[config.mk]
export PLATFORM = sky130hd
export DESIGN_NAME = cwr_config_loader
export DESIGN_NICKNAME = d
export VERILOG_FILES = /design/src/cwr_pkg.sv /design/src/cwr_watchdog.sv /design/src/cwr_config_loader.sv
export VERILOG_INCLUDE_DIRS = /design/src
export SDC_FILE = /design/constraint.sdc
export NUM_CORES = 1
export LEC_CHECK = 0
export CORE_ASPECT_RATIO = 1.1
export CORE_MARGIN = 5
export CORE_UTILIZATION = 45
export DETAILED_ROUTE_END_ITERATION = 8
export DONT_BUFFER_PORTS = 1
export PLACE_DENSITY = 0.58
export SLEW_MARGIN = 0
export SYNTH_ARGS = -nofsm -noshare
export SYNTH_HDL_FRONTEND = slang
export SYNTH_SLANG_ARGS = --single-unit
[constraint.sdc]
create_clock -name core_clk -period 2.7 [get_ports core_clk]
set_input_delay 0.54 -clock core_clk [delete_from_list [all_inputs] [get_ports core_clk]]
set_output_delay 0.54 -clock core_clk [all_outputs]
set_load 0.01 [all_outputs]
[src/cwr_defines.svh]
// Constants for the configuration word loader and reset sequencer
`ifndef CWR_DEFINES_SVH
`define CWR_DEFINES_SVH
// ==========================================================
// Address map of the programming port
`define CWR_CFG_SPACE_LO 14'h2000
`define CWR_CFG_WORD_ADDR 14'h2007
`define CWR_STATUS_ADDR 14'h2010
// ==========================================================
// Configuration word layout and erased value
`define CWR_CFG_ERASED 14'h3FFF
`define CWR_BIT_UNIMPL 7
`define CWR_BIT_BOR_EN 6
`define CWR_BIT_POWERUP_DELAY_TIMER_N 3
`define CWR_BIT_WDT_EN 2
`define CWR_CP_OFF 2'h3
`define CWR_CP_BASE_HALF 12'h800
`define CWR_CP_BASE_QTR 12'h400
`define CWR_CP_BASE_ALL 12'h000
// ==========================================================
// Timing
`define CWR_POWERUP_DELAY_TIMER_MS 72
`define CWR_CLK_KHZ 25000
`define CWR_POWERUP_DELAY_TIMER_CYCLES (`CWR_POWERUP_DELAY_TIMER_MS * `CWR_CLK_KHZ)
`define CWR_OST_CYCLES 1024
`define CWR_WDT_TICKS 256
`endif

[src/cwr_pkg.sv]
// Types shared by the configuration loader files
package cwr_pkg;
  // Oscillator modes as coded in the configuration word
  typedef enum logic [1:0] {
    OSC_LP = 2'b00,
    OSC_XT = 2'b01,
    OSC_HS = 2'b10,
    OSC_RC = 2'b11
  } cwr_osc_e;
  // Reset sequencer states
  typedef enum logic [2:0] {
    ST_LATCH = 3'b000,
    ST_POWERUP_DELAY_TIMER = 3'b001,
    ST_OST = 3'b010,
    ST_RUN = 3'b011,
    ST_SLEEP = 3'b100
  } cwr_state_e;
endpackage

[src/cwr_watchdog.sv]
// Watchdog counter clocked by the core clock, counting ticks of its own RC oscillator pin
`timescale 1ns/10ps
`include "cwr_defines.svh"
module cwr_watchdog import cwr_pkg::*; #(
  parameter int TICKS = `CWR_WDT_TICKS
) (
  // Clock and reset
  input wire logic core_clk,
  input wire logic rstn,
  // Watchdog RC oscillator pin
  input wire logic rc_clk_pin,
  // Control
  input wire logic enable,
  input wire logic clear,
  // Timeout pulse
  output logic timeout
);
  localparam int W = $clog2(TICKS + 1);
  logic rc_s1_reg, rc_s2_reg, rc_s3_reg;
  logic [W-1:0] tick_reg;
  logic timeout_reg;

  // ==========================================================
  // Elaboration check
  if (TICKS < 2) begin : g_chk
    $error("watchdog period too short");
  end

  // Synchronise the RC pin, third flop for edge detect
  always_ff @(posedge core_clk or negedge rstn) begin
    if (!rstn) begin
      rc_s1_reg <= 1'b0;
      rc_s2_reg <= 1'b0;
      rc_s3_reg <= 1'b0;
    end else begin
      rc_s1_reg <= rc_clk_pin;
      rc_s2_reg <= rc_s1_reg;
      rc_s3_reg <= rc_s2_reg;
    end
  end

  // Count RC ticks only; main clock mode does not matter
  always_ff @(posedge core_clk or negedge rstn) begin
    if (!rstn) begin
      tick_reg <= '0;
      timeout_reg <= 1'b0;
    end else begin
      timeout_reg <= 1'b0;
      if (!enable || clear) begin
        tick_reg <= '0;
      end else if (rc_s2_reg && !rc_s3_reg) begin
        if (tick_reg == W'(TICKS - 1)) begin
          tick_reg <= '0;
          timeout_reg <= 1'b1;
        end else begin
          tick_reg <= tick_reg + 1'b1;
        end
      end
    end
  end

  assign timeout = timeout_reg;

  a_wdt_off_quiet: assert property (
    @(posedge core_clk) disable iff (!rstn)
    !enable |=> !timeout_reg)
    else $error("watchdog fired while disabled");
endmodule

[src/cwr_config_loader.sv]
// Configuration word store, option decode and reset sequencer
//
// Strobed register access and the register offsets are this design's own decisions.
`timescale 1ns/10ps
`include "cwr_defines.svh"
module cwr_config_loader import cwr_pkg::*; #(
  parameter int POWERUP_DELAY_TIMER_CYCLES = `CWR_POWERUP_DELAY_TIMER_CYCLES,
  parameter int OST_CYCLES = `CWR_OST_CYCLES,
  parameter int WDT_TICKS = `CWR_WDT_TICKS
) (
  // Clock and power-on reset
  input wire logic core_clk,
  input wire logic rstn,
  // Programming port
  input wire logic prog_mode,
  input wire logic [13:0] addr,
  input wire logic [13:0] wdata,
  input wire logic wr,
  input wire logic rd,
  output logic [13:0] rdata,
  // External pins
  input wire logic mclr_n,
  input wire logic brownout_detect,
  input wire logic osc_clk_in,
  input wire logic wdt_rc_clk,
  // Core handshake
  input wire logic sleep_req,
  input wire logic irq_pending,
  input wire logic wdt_clear,
  // Sequencer outputs
  output logic core_reset_n,
  output logic sleeping,
  output logic powerup_delay_active,
  // Decoded options
  output logic [1:0] osc_mode_sel,
  output logic ext_clk_accept,
  output logic brownout_reset_en_bit,
  output logic [1:0] brownout_trip_sel,
  output logic watchdog_en_bit,
  output logic cp_active,
  output logic [11:0] cp_base_addr
);
  localparam int CW = 21;
  localparam int NSYNC = 4;

  // ==========================================================
  // Elaboration checks
  if (POWERUP_DELAY_TIMER_CYCLES < 1 || POWERUP_DELAY_TIMER_CYCLES >= 2 ** CW) begin : g_chk_powerup_delay_timer
    $error("power-up delay count out of range");
  end
  if (OST_CYCLES < 1 || OST_CYCLES >= 2 ** CW) begin : g_chk_ost
    $error("start-up count out of range");
  end

  // ==========================================================
  // Declarations
  logic [NSYNC-1:0] pin_async;
  logic [NSYNC-1:0] sync1_reg;
  logic [NSYNC-1:0] sync2_reg;
  logic prog_s, mclr_s_n, bor_s, osc_s;
  logic osc_prev_reg;
  logic osc_rise;
  logic [13:0] nv_word_reg;
  logic [13:0] act_word_reg;
  logic [13:0] rdata_reg;
  cwr_state_e state_reg, state_next;
  logic [CW-1:0] cnt_reg;
  logic pwr_type_reg;
  logic core_reset_n_reg, sleeping_reg, powerup_delay_timer_act_reg;
  logic [1:0] osc_reg, bor_trip_reg, cp_sel;
  logic ext_clk_reg, bor_en_reg, wdt_en_reg;
  logic cp_act_reg;
  logic [11:0] cp_base_reg;
  logic nv_powerup_delay_timer_on, nv_crystal;
  logic wdt_timeout;
  logic in_cfg_space;
  logic bor_trip;

  // ==========================================================
  // Pin synchronisers, two flops per pin
  assign pin_async = {osc_clk_in, brownout_detect, mclr_n, prog_mode};
  for (genvar i = 0; i < NSYNC; i++) begin : g_sync
    always_ff @(posedge core_clk or negedge rstn) begin
      if (!rstn) begin
        sync1_reg[i] <= 1'b0;
        sync2_reg[i] <= 1'b0;
      end else begin
        sync1_reg[i] <= pin_async[i];
        sync2_reg[i] <= sync1_reg[i];
      end
    end
  end
  assign prog_s = sync2_reg[0];
  assign mclr_s_n = sync2_reg[1];
  assign bor_s = sync2_reg[2];
  assign osc_s = sync2_reg[3];

  // Oscillator edge detect for the start-up count
  always_ff @(posedge core_clk or negedge rstn) begin
    if (!rstn) begin
      osc_prev_reg <= 1'b0;
    end else begin
      osc_prev_reg <= osc_s;
    end
  end
  assign osc_rise = osc_s && !osc_prev_reg;

  // ==========================================================
  // Stored word: programming clears bits, erased value all ones
  assign in_cfg_space = (addr >= `CWR_CFG_SPACE_LO);
  always_ff @(posedge core_clk or negedge rstn) begin
    if (!rstn) begin
      nv_word_reg <= `CWR_CFG_ERASED;
    end else if (wr && prog_s && addr == `CWR_CFG_WORD_ADDR) begin
      nv_word_reg <= (nv_word_reg & wdata) | 14'h0080;
    end
  end

  // Read port: data in the cycle after the strobe
  always_ff @(posedge core_clk or negedge rstn) begin
    if (!rstn) begin
      rdata_reg <= 14'h0000;
    end else if (rd && prog_s && addr == `CWR_CFG_WORD_ADDR) begin
      rdata_reg <= nv_word_reg | 14'h0080;
    end else if (rd && prog_s && addr == `CWR_STATUS_ADDR) begin
      rdata_reg <= {7'h00, state_reg, core_reset_n_reg, sleeping_reg,
                    pwr_type_reg, powerup_delay_timer_act_reg};
    end else begin
      rdata_reg <= 14'h0000;
    end
  end

  // ==========================================================
  // Decode of the stored word used when leaving reset
  assign nv_powerup_delay_timer_on = !nv_word_reg[`CWR_BIT_POWERUP_DELAY_TIMER_N] ||
                      nv_word_reg[`CWR_BIT_BOR_EN];
  assign nv_crystal = (nv_word_reg[1:0] != OSC_RC);
  assign bor_trip = bor_en_reg && bor_s;

  // Latch the word only while held in reset
  always_ff @(posedge core_clk or negedge rstn) begin
    if (!rstn) begin
      act_word_reg <= `CWR_CFG_ERASED;
    end else if (state_reg == ST_LATCH) begin
      act_word_reg <= nv_word_reg | 14'h0080;
    end
  end

  // Option outputs follow the latched word
  assign cp_sel = nv_word_reg[13:12] & nv_word_reg[9:8] &
                  nv_word_reg[5:4];
  always_ff @(posedge core_clk or negedge rstn) begin
    if (!rstn) begin
      osc_reg <= OSC_RC;
      ext_clk_reg <= 1'b0;
      bor_en_reg <= 1'b1;
      bor_trip_reg <= 2'h3;
      wdt_en_reg <= 1'b1;
      cp_act_reg <= 1'b0;
      cp_base_reg <= `CWR_CP_BASE_ALL;
    end else if (state_reg == ST_LATCH) begin
      osc_reg <= nv_word_reg[1:0];
      ext_clk_reg <= (nv_word_reg[1:0] == OSC_HS);
      bor_en_reg <= nv_word_reg[`CWR_BIT_BOR_EN];
      bor_trip_reg <= nv_word_reg[11:10];
      wdt_en_reg <= nv_word_reg[`CWR_BIT_WDT_EN];
      cp_act_reg <= (cp_sel != `CWR_CP_OFF);
      case (cp_sel)
        2'h2: cp_base_reg <= `CWR_CP_BASE_HALF;
        2'h1: cp_base_reg <= `CWR_CP_BASE_QTR;
        default: cp_base_reg <= `CWR_CP_BASE_ALL;
      endcase
    end
  end

  // ==========================================================
  // Watchdog on its own oscillator
  cwr_watchdog #(
    .TICKS(WDT_TICKS)
  ) u_wdt (
    .core_clk(core_clk),
    .rstn(rstn),
    .rc_clk_pin(wdt_rc_clk),
    .enable(wdt_en_reg),
    .clear(wdt_clear || state_reg == ST_LATCH),
    .timeout(wdt_timeout)
  );

  // ==========================================================
  // Reset sequencer next state
  always_comb begin
    state_next = state_reg;
    if (prog_s || !mclr_s_n || bor_trip) begin
      state_next = ST_LATCH;
    end else begin
      case (state_reg)
        ST_LATCH: begin
          if (pwr_type_reg && nv_powerup_delay_timer_on) begin
            state_next = ST_POWERUP_DELAY_TIMER;
          end else if (nv_crystal) begin
            state_next = ST_OST;
          end else begin
            state_next = ST_RUN;
          end
        end
        ST_POWERUP_DELAY_TIMER: begin
          if (cnt_reg == CW'(POWERUP_DELAY_TIMER_CYCLES - 1)) begin
            state_next = (osc_reg != OSC_RC) ? ST_OST : ST_RUN;
          end
        end
        ST_OST: begin
          if (osc_rise && cnt_reg == CW'(OST_CYCLES - 1)) begin
            state_next = ST_RUN;
          end
        end
        ST_RUN: begin
          if (wdt_timeout) begin
            state_next = ST_LATCH;
          end else if (sleep_req) begin
            state_next = ST_SLEEP;
          end
        end
        ST_SLEEP: begin
          if (wdt_timeout || irq_pending) begin
            state_next = (osc_reg != OSC_RC) ? ST_OST : ST_RUN;
          end
        end
        default: state_next = ST_LATCH;
      endcase
    end
  end

  // State register
  always_ff @(posedge core_clk or negedge rstn) begin
    if (!rstn) begin
      state_reg <= ST_LATCH;
    end else begin
      state_reg <= state_next;
    end
  end

  // Power-type flag: set by power-on or brown-out, cleared on exit
  always_ff @(posedge core_clk or negedge rstn) begin
    if (!rstn) begin
      pwr_type_reg <= 1'b1;
    end else if (bor_trip) begin
      pwr_type_reg <= 1'b1;
    end else if (state_reg == ST_LATCH && state_next != ST_LATCH) begin
      pwr_type_reg <= 1'b0;
    end
  end

  // Delay counter: clock cycles for the delay, oscillator edges after
  always_ff @(posedge core_clk or negedge rstn) begin
    if (!rstn) begin
      cnt_reg <= '0;
    end else if (state_next != state_reg) begin
      cnt_reg <= '0;
    end else if (state_reg == ST_POWERUP_DELAY_TIMER) begin
      cnt_reg <= cnt_reg + 1'b1;
    end else if (state_reg == ST_OST && osc_rise) begin
      cnt_reg <= cnt_reg + 1'b1;
    end
  end

  // Registered sequencer outputs
  always_ff @(posedge core_clk or negedge rstn) begin
    if (!rstn) begin
      core_reset_n_reg <= 1'b0;
      sleeping_reg <= 1'b0;
      powerup_delay_timer_act_reg <= 1'b0;
    end else begin
      core_reset_n_reg <= (state_next == ST_RUN || state_next == ST_SLEEP);
      sleeping_reg <= (state_next == ST_SLEEP);
      powerup_delay_timer_act_reg <= (state_next == ST_POWERUP_DELAY_TIMER);
    end
  end

  // ==========================================================
  // Output assignments
  assign rdata = rdata_reg;
  assign core_reset_n = core_reset_n_reg;
  assign sleeping = sleeping_reg;
  assign powerup_delay_active = powerup_delay_timer_act_reg;
  assign osc_mode_sel = osc_reg;
  assign ext_clk_accept = ext_clk_reg;
  assign brownout_reset_en_bit = bor_en_reg;
  assign brownout_trip_sel = bor_trip_reg;
  assign watchdog_en_bit = wdt_en_reg;
  assign cp_active = cp_act_reg;
  assign cp_base_addr = cp_base_reg;

  // ==========================================================
  // Assertions
  a_unimpl_reads_one: assert property (
    @(posedge core_clk) disable iff (!rstn)
    rd && prog_s && addr == `CWR_CFG_WORD_ADDR |=> rdata[7])
    else $error("unimplemented bit read as zero");

  a_cfg_space_locked: assert property (
    @(posedge core_clk) disable iff (!rstn)
    rd && !prog_s && in_cfg_space |=> rdata == 14'h0000)
    else $error("config space readable outside programming");

  a_word_static_run: assert property (
    @(posedge core_clk) disable iff (!rstn)
    state_reg == ST_RUN && $past(state_reg) == ST_RUN
      |-> $stable(act_word_reg) && $stable(osc_mode_sel))
    else $error("options changed while running");

  a_bor_forces_powerup_delay_timer: assert property (
    @(posedge core_clk) disable iff (!rstn)
    state_reg == ST_LATCH && state_next != ST_LATCH &&
      pwr_type_reg && nv_word_reg[`CWR_BIT_BOR_EN]
      |=> powerup_delay_active)
    else $error("brown-out enabled without power-up delay");

  a_powerup_delay_timer_power_only: assert property (
    @(posedge core_clk) disable iff (!rstn)
    state_reg == ST_LATCH && !pwr_type_reg |=> state_reg != ST_POWERUP_DELAY_TIMER)
    else $error("power-up delay after non-power reset");

  a_powerup_delay_timer_length: assert property (
    @(posedge core_clk) disable iff (!rstn)
    state_reg == ST_POWERUP_DELAY_TIMER && cnt_reg == CW'(POWERUP_DELAY_TIMER_CYCLES - 1) &&
      state_next == ST_POWERUP_DELAY_TIMER |-> 1'b0)
    else $error("power-up delay overran its count");

  a_rc_skips_ost: assert property (
    @(posedge core_clk) disable iff (!rstn)
    state_reg == ST_OST |-> osc_reg != OSC_RC)
    else $error("start-up count in RC mode");

  a_ext_clk_hs: assert property (
    @(posedge core_clk) disable iff (!rstn)
    ext_clk_accept |-> osc_mode_sel == OSC_HS)
    else $error("external clock accepted outside HS mode");

  a_sleep_wake: assert property (
    @(posedge core_clk) disable iff (!rstn)
    state_reg == ST_SLEEP && irq_pending |=> state_reg != ST_SLEEP)
    else $error("interrupt failed to wake from sleep");

  a_reset_in_delay: assert property (
    @(posedge core_clk) disable iff (!rstn)
    state_reg == ST_OST |-> !core_reset_n_reg ##1
      (state_reg != ST_OST || !core_reset_n))
    else $error("core released during start-up count");
endmodule

==> out/qor.yml <==
cts_post_setup_buffers_inserted: 0
largest_register_ffs: 21
min_period_ns: 2.28
dr.first_iter.drc_count: 79
yosys.area_share.xor_xnor: 0.0461
drt_pass1_iterations: 4
drc: 0
yosysSeqAreaShare: 0.527
grt.total_usage: 0.162
maxSlewViolCount: 0
synthDominantCellAreaShare: 0.401
cts.reportedPaths.clkPinSlew_ns: 0.08
chipHeight_um: 111
synthArstFlopShare: 1.00
layout.cells.most_common_list: "67 x sky130_fd_sc_hd__dfrtp_1, 45 x sky130_fd_sc_hd__nand2_1, 23 x sky130_fd_sc_hd__nor4_2"
clock.fmax_mhz: 438
grt_first_pass_wirelength_um: 14500
starting_utilization_of_the_core_area: 0.466
post_synthesis_share_of_cell_area_spent_on_and_or_nand_and_nor_gates: 0.255
tritoncts: "done"
hold_path.class: "in2async"
post_synth_instance_area_mm2: 0.00418
post_synth_main_area_contributors: "sky130_fd_sc_hd__dfrtp_1 40%, sky130_fd_sc_hd__dfstp_2 13%, sky130_fd_sc_hd__nor4_2 6.9%, sky130_fd_sc_hd__nand2_1 4.0%, sky130_fd_sc_hd__xor2_1 2.9%"
hold_violations: 0
unrepaired_setup_endpoints_after_global_routing: "no"
floorplan.core_area_mm2: 0.00896
post_synth_inst_count: 370
remaining_max_slew_budget_at_the_tightest_pin: 0.542
outcome: "finished, final reports clean"
cts-buffers-inserted: 9
htree_num_levels: 3
synth.distinct_cells: 61
num_antenna_cells: 0
yosysWarningCount: 0
mux_contribution_to_synthesized_area: 0.00240
worst-setup-path-type: "reg2reg"
vdd_ir_drop_max_v: 0.000206
synth_area_per_cell_um2: 11.3
drt-vias-per-instance: 5.55
cell_type_with_the_highest_aggregate_area_in_the_netlist: "sky130_fd_sc_hd__dfrtp_1"
power_density_mw_per_mm2: 515
p_leak_nw: 1.87
placement.io_buffers: 0
ys_ff_latch: 87
final.period_utilization: 0.846
worst-slew-pin-transition_ns: 0.681
number_of_antenna_violations_at_the_first_check_in_global_routing: 0
setup_viol: 0
rows: 36
final_antenna_net_count: 0
crit_path_end_kind: "flop"
crit_fanout: 21
wire_per_inst_um: 17.4
worstPathRequired_ns: 2.95
layout_setup_ws_ns: 0.415
postSynth.topFlopCell: "sky130_fd_sc_hd__dfrtp_1"
nets: 420
aggregate_global_routing_overflow: 0
routed_wirelength_um: 8650
area.growth.synth_to_final_pct: 8.63
cts_buffer_depth: 2
place.gp.congestion: 0.846
hpwl_dp_um: 6020
start_kind: "flop"
ios: 77
clk-insertion-delay-late_ns: 0.36
fp.dieW_um: 102
grt_max_degree: 81
first_global_vias: 2884
yosys.area_share.adder: 0.00599
max-cap-violations: 0
cts_num_sinks: 87
summed_negative_setup_slack_over_all_endpoints_ns: 0
placement.setup.worst_slack_ns: 0.438
design_power_total_mw: 2.34
area_of_the_die_mm2: 0.0113
synth_top_family_by_area: "simple AND/OR/NAND/NOR gates"
ctsRootBufferMaster: "sky130_fd_sc_hd__clkbuf_8"
vias: 2760
postLayoutCoreUtil: 0.506
layout_cells_sized_above_1: 0.211
critPathArrivalTime_ns: 2.53
fin_worst_skew_ns: 0.00636
synth-compound-area-share: 0.115
leading_cell_type_in_the_layout_fill_and_taps_excluded: "sky130_fd_sc_hd__dfrtp_1"
worst_hold_slack_ns: 0.0700
synth-edff-count: 0
[logic make-up (layout without fill, tap and decap cells)]
| logic type | count (synthesis) | count (layout) |
|---|---|---|
| adder cells (fa/ha/maj) | 2 | 2 |
| multiplexers | 1 | 1 |
| AO/OA/AOI/OAI | 61 | 61 |
| XOR/XNOR | 22 | 22 |
| other | 1 | 10 |
| flip-flops | 87 | 87 |
| buffers and inverters | 32 | 36 |
| AND/OR/NAND/NOR | 164 | 164 |
[what timing repair did]
action / in CTS / in global routing
gates resized for setup: 0 / 0
hold endpoints to repair: 80 / 0
hold buffers: 2 / 0
[metal layers]
layer / global-route usage / vias up / part of all wire
met5: 0 / - / 0
met2: 0.251 / 69 / 0.47
li1: - / 1344 / -
met3: 0.0346 / 19 / 0.054
met4: 0.0989 / 0 / 0.034
met1: 0.205 / 1328 / 0.44
[synthesized netlist by cell type (2+ instances only)]
master,count
sky130_fd_sc_hd__xnor2_1,8
sky130_fd_sc_hd__o211a_1,2
sky130_fd_sc_hd__inv_1,5
sky130_fd_sc_hd__a22o_1,8
sky130_fd_sc_hd__nand2_1,45
sky130_fd_sc_hd__o21ai_1,5
sky130_fd_sc_hd__nand4_1,9
sky130_fd_sc_hd__clkbuf_1,5
sky130_fd_sc_hd__and2_1,7
sky130_fd_sc_hd__nand4b_1,2
sky130_fd_sc_hd__nand3_1,16
sky130_fd_sc_hd__o21ai_0,5
sky130_fd_sc_hd__nor2b_1,4
sky130_fd_sc_hd__ha_1,2
sky130_fd_sc_hd__buf_4,11
sky130_fd_sc_hd__nand2b_1,7
sky130_fd_sc_hd__buf_2,5
sky130_fd_sc_hd__nor3_1,9
sky130_fd_sc_hd__dfstp_2,20
sky130_fd_sc_hd__nor4_2,23
sky130_fd_sc_hd__a21oi_1,3
sky130_fd_sc_hd__xor2_1,14
sky130_fd_sc_hd__and3_1,4
sky130_fd_sc_hd__a31oi_1,3
sky130_fd_sc_hd__a211oi_1,2
sky130_fd_sc_hd__buf_6,4
sky130_fd_sc_hd__dfrtp_1,67
sky130_fd_sc_hd__o21a_1,14
sky130_fd_sc_hd__or4b_1,2
sky130_fd_sc_hd__nor4_4,2
sky130_fd_sc_hd__nand3b_1,2
sky130_fd_sc_hd__nor2_1,15
sky130_fd_sc_hd__nor4_1,4
sky130_fd_sc_hd__o211ai_1,6
sky130_fd_sc_hd__or3_1,2
sky130_fd_sc_hd__and4_1,2
sky130_fd_sc_hd__inv_2,2
[critical path, cell delays in order (launching register included)]
cell and delay [ns]:
sky130_fd_sc_hd__dfrtp_1 0.39, sky130_fd_sc_hd__ha_1 0.21, sky130_fd_sc_hd__or4b_4 0.50, sky130_fd_sc_hd__nor4_4 0.32
sky130_fd_sc_hd__a31oi_1 0.20, sky130_fd_sc_hd__o22ai_2 0.23, sky130_fd_sc_hd__buf_12 0.22, sky130_fd_sc_hd__nor4_1 0.08
[where the power goes]
group / internal (mW) / total, mW / leakage (nW) / switching (mW)
Combinational: 0.0302 / 0.102 / 0.660 / 0.0715
Clock: 0.453 / 0.913 / 0.0997 / 0.459
Sequential: 1.32 / 1.32 / 1.11 / 0.00865
[area by class of cell]
| class | instances | area, um2 |
|---|---|---|
| clock buffer | 11 | 141 |
| sequential | 87 | 2200 |
| timing repair buffer | 13 | 158 |
| fill | 820 | 4430 |
| tap | 114 | 143 |
| inverter | 7 | 26.3 |
| multi-input combinational | 260 | 1810 |
| clock inverter | 5 | 56.3 |
[final timing paths]
| check | startpoint | to | slack (ns) | cells past startpoint |
|---|---|---|---|---|
| max in group asynchronous | rstn | nv_word_reg[13] | 1.87 | 1 |
| hold / removal | rstn | rdata[7] | 0.07 | 1 |
| hold reg to reg | sync1_reg[1] | mclr_s_n | 0.35 | 0 |
| min in group core_clk | osc_clk_in | sync1_reg[3] | 0.19 | 0 |
| setup / recovery | cnt_reg[0] | cnt_reg[8] | 0.42 | 7 |
| setup reg to reg | cnt_reg[0] | cnt_reg[8] | 0.42 | 7 |
[per-stage QoR]
stage | area, um2 | instances
finish | 4540 | 497
global route | 4540 | 497
CTS | 4540 | 497
detailed placement | 4300 | 479
global placement | 4300 | 479
floorplan | 4210 | 379
Note: power is estimated with default switching activity, not from simulation.
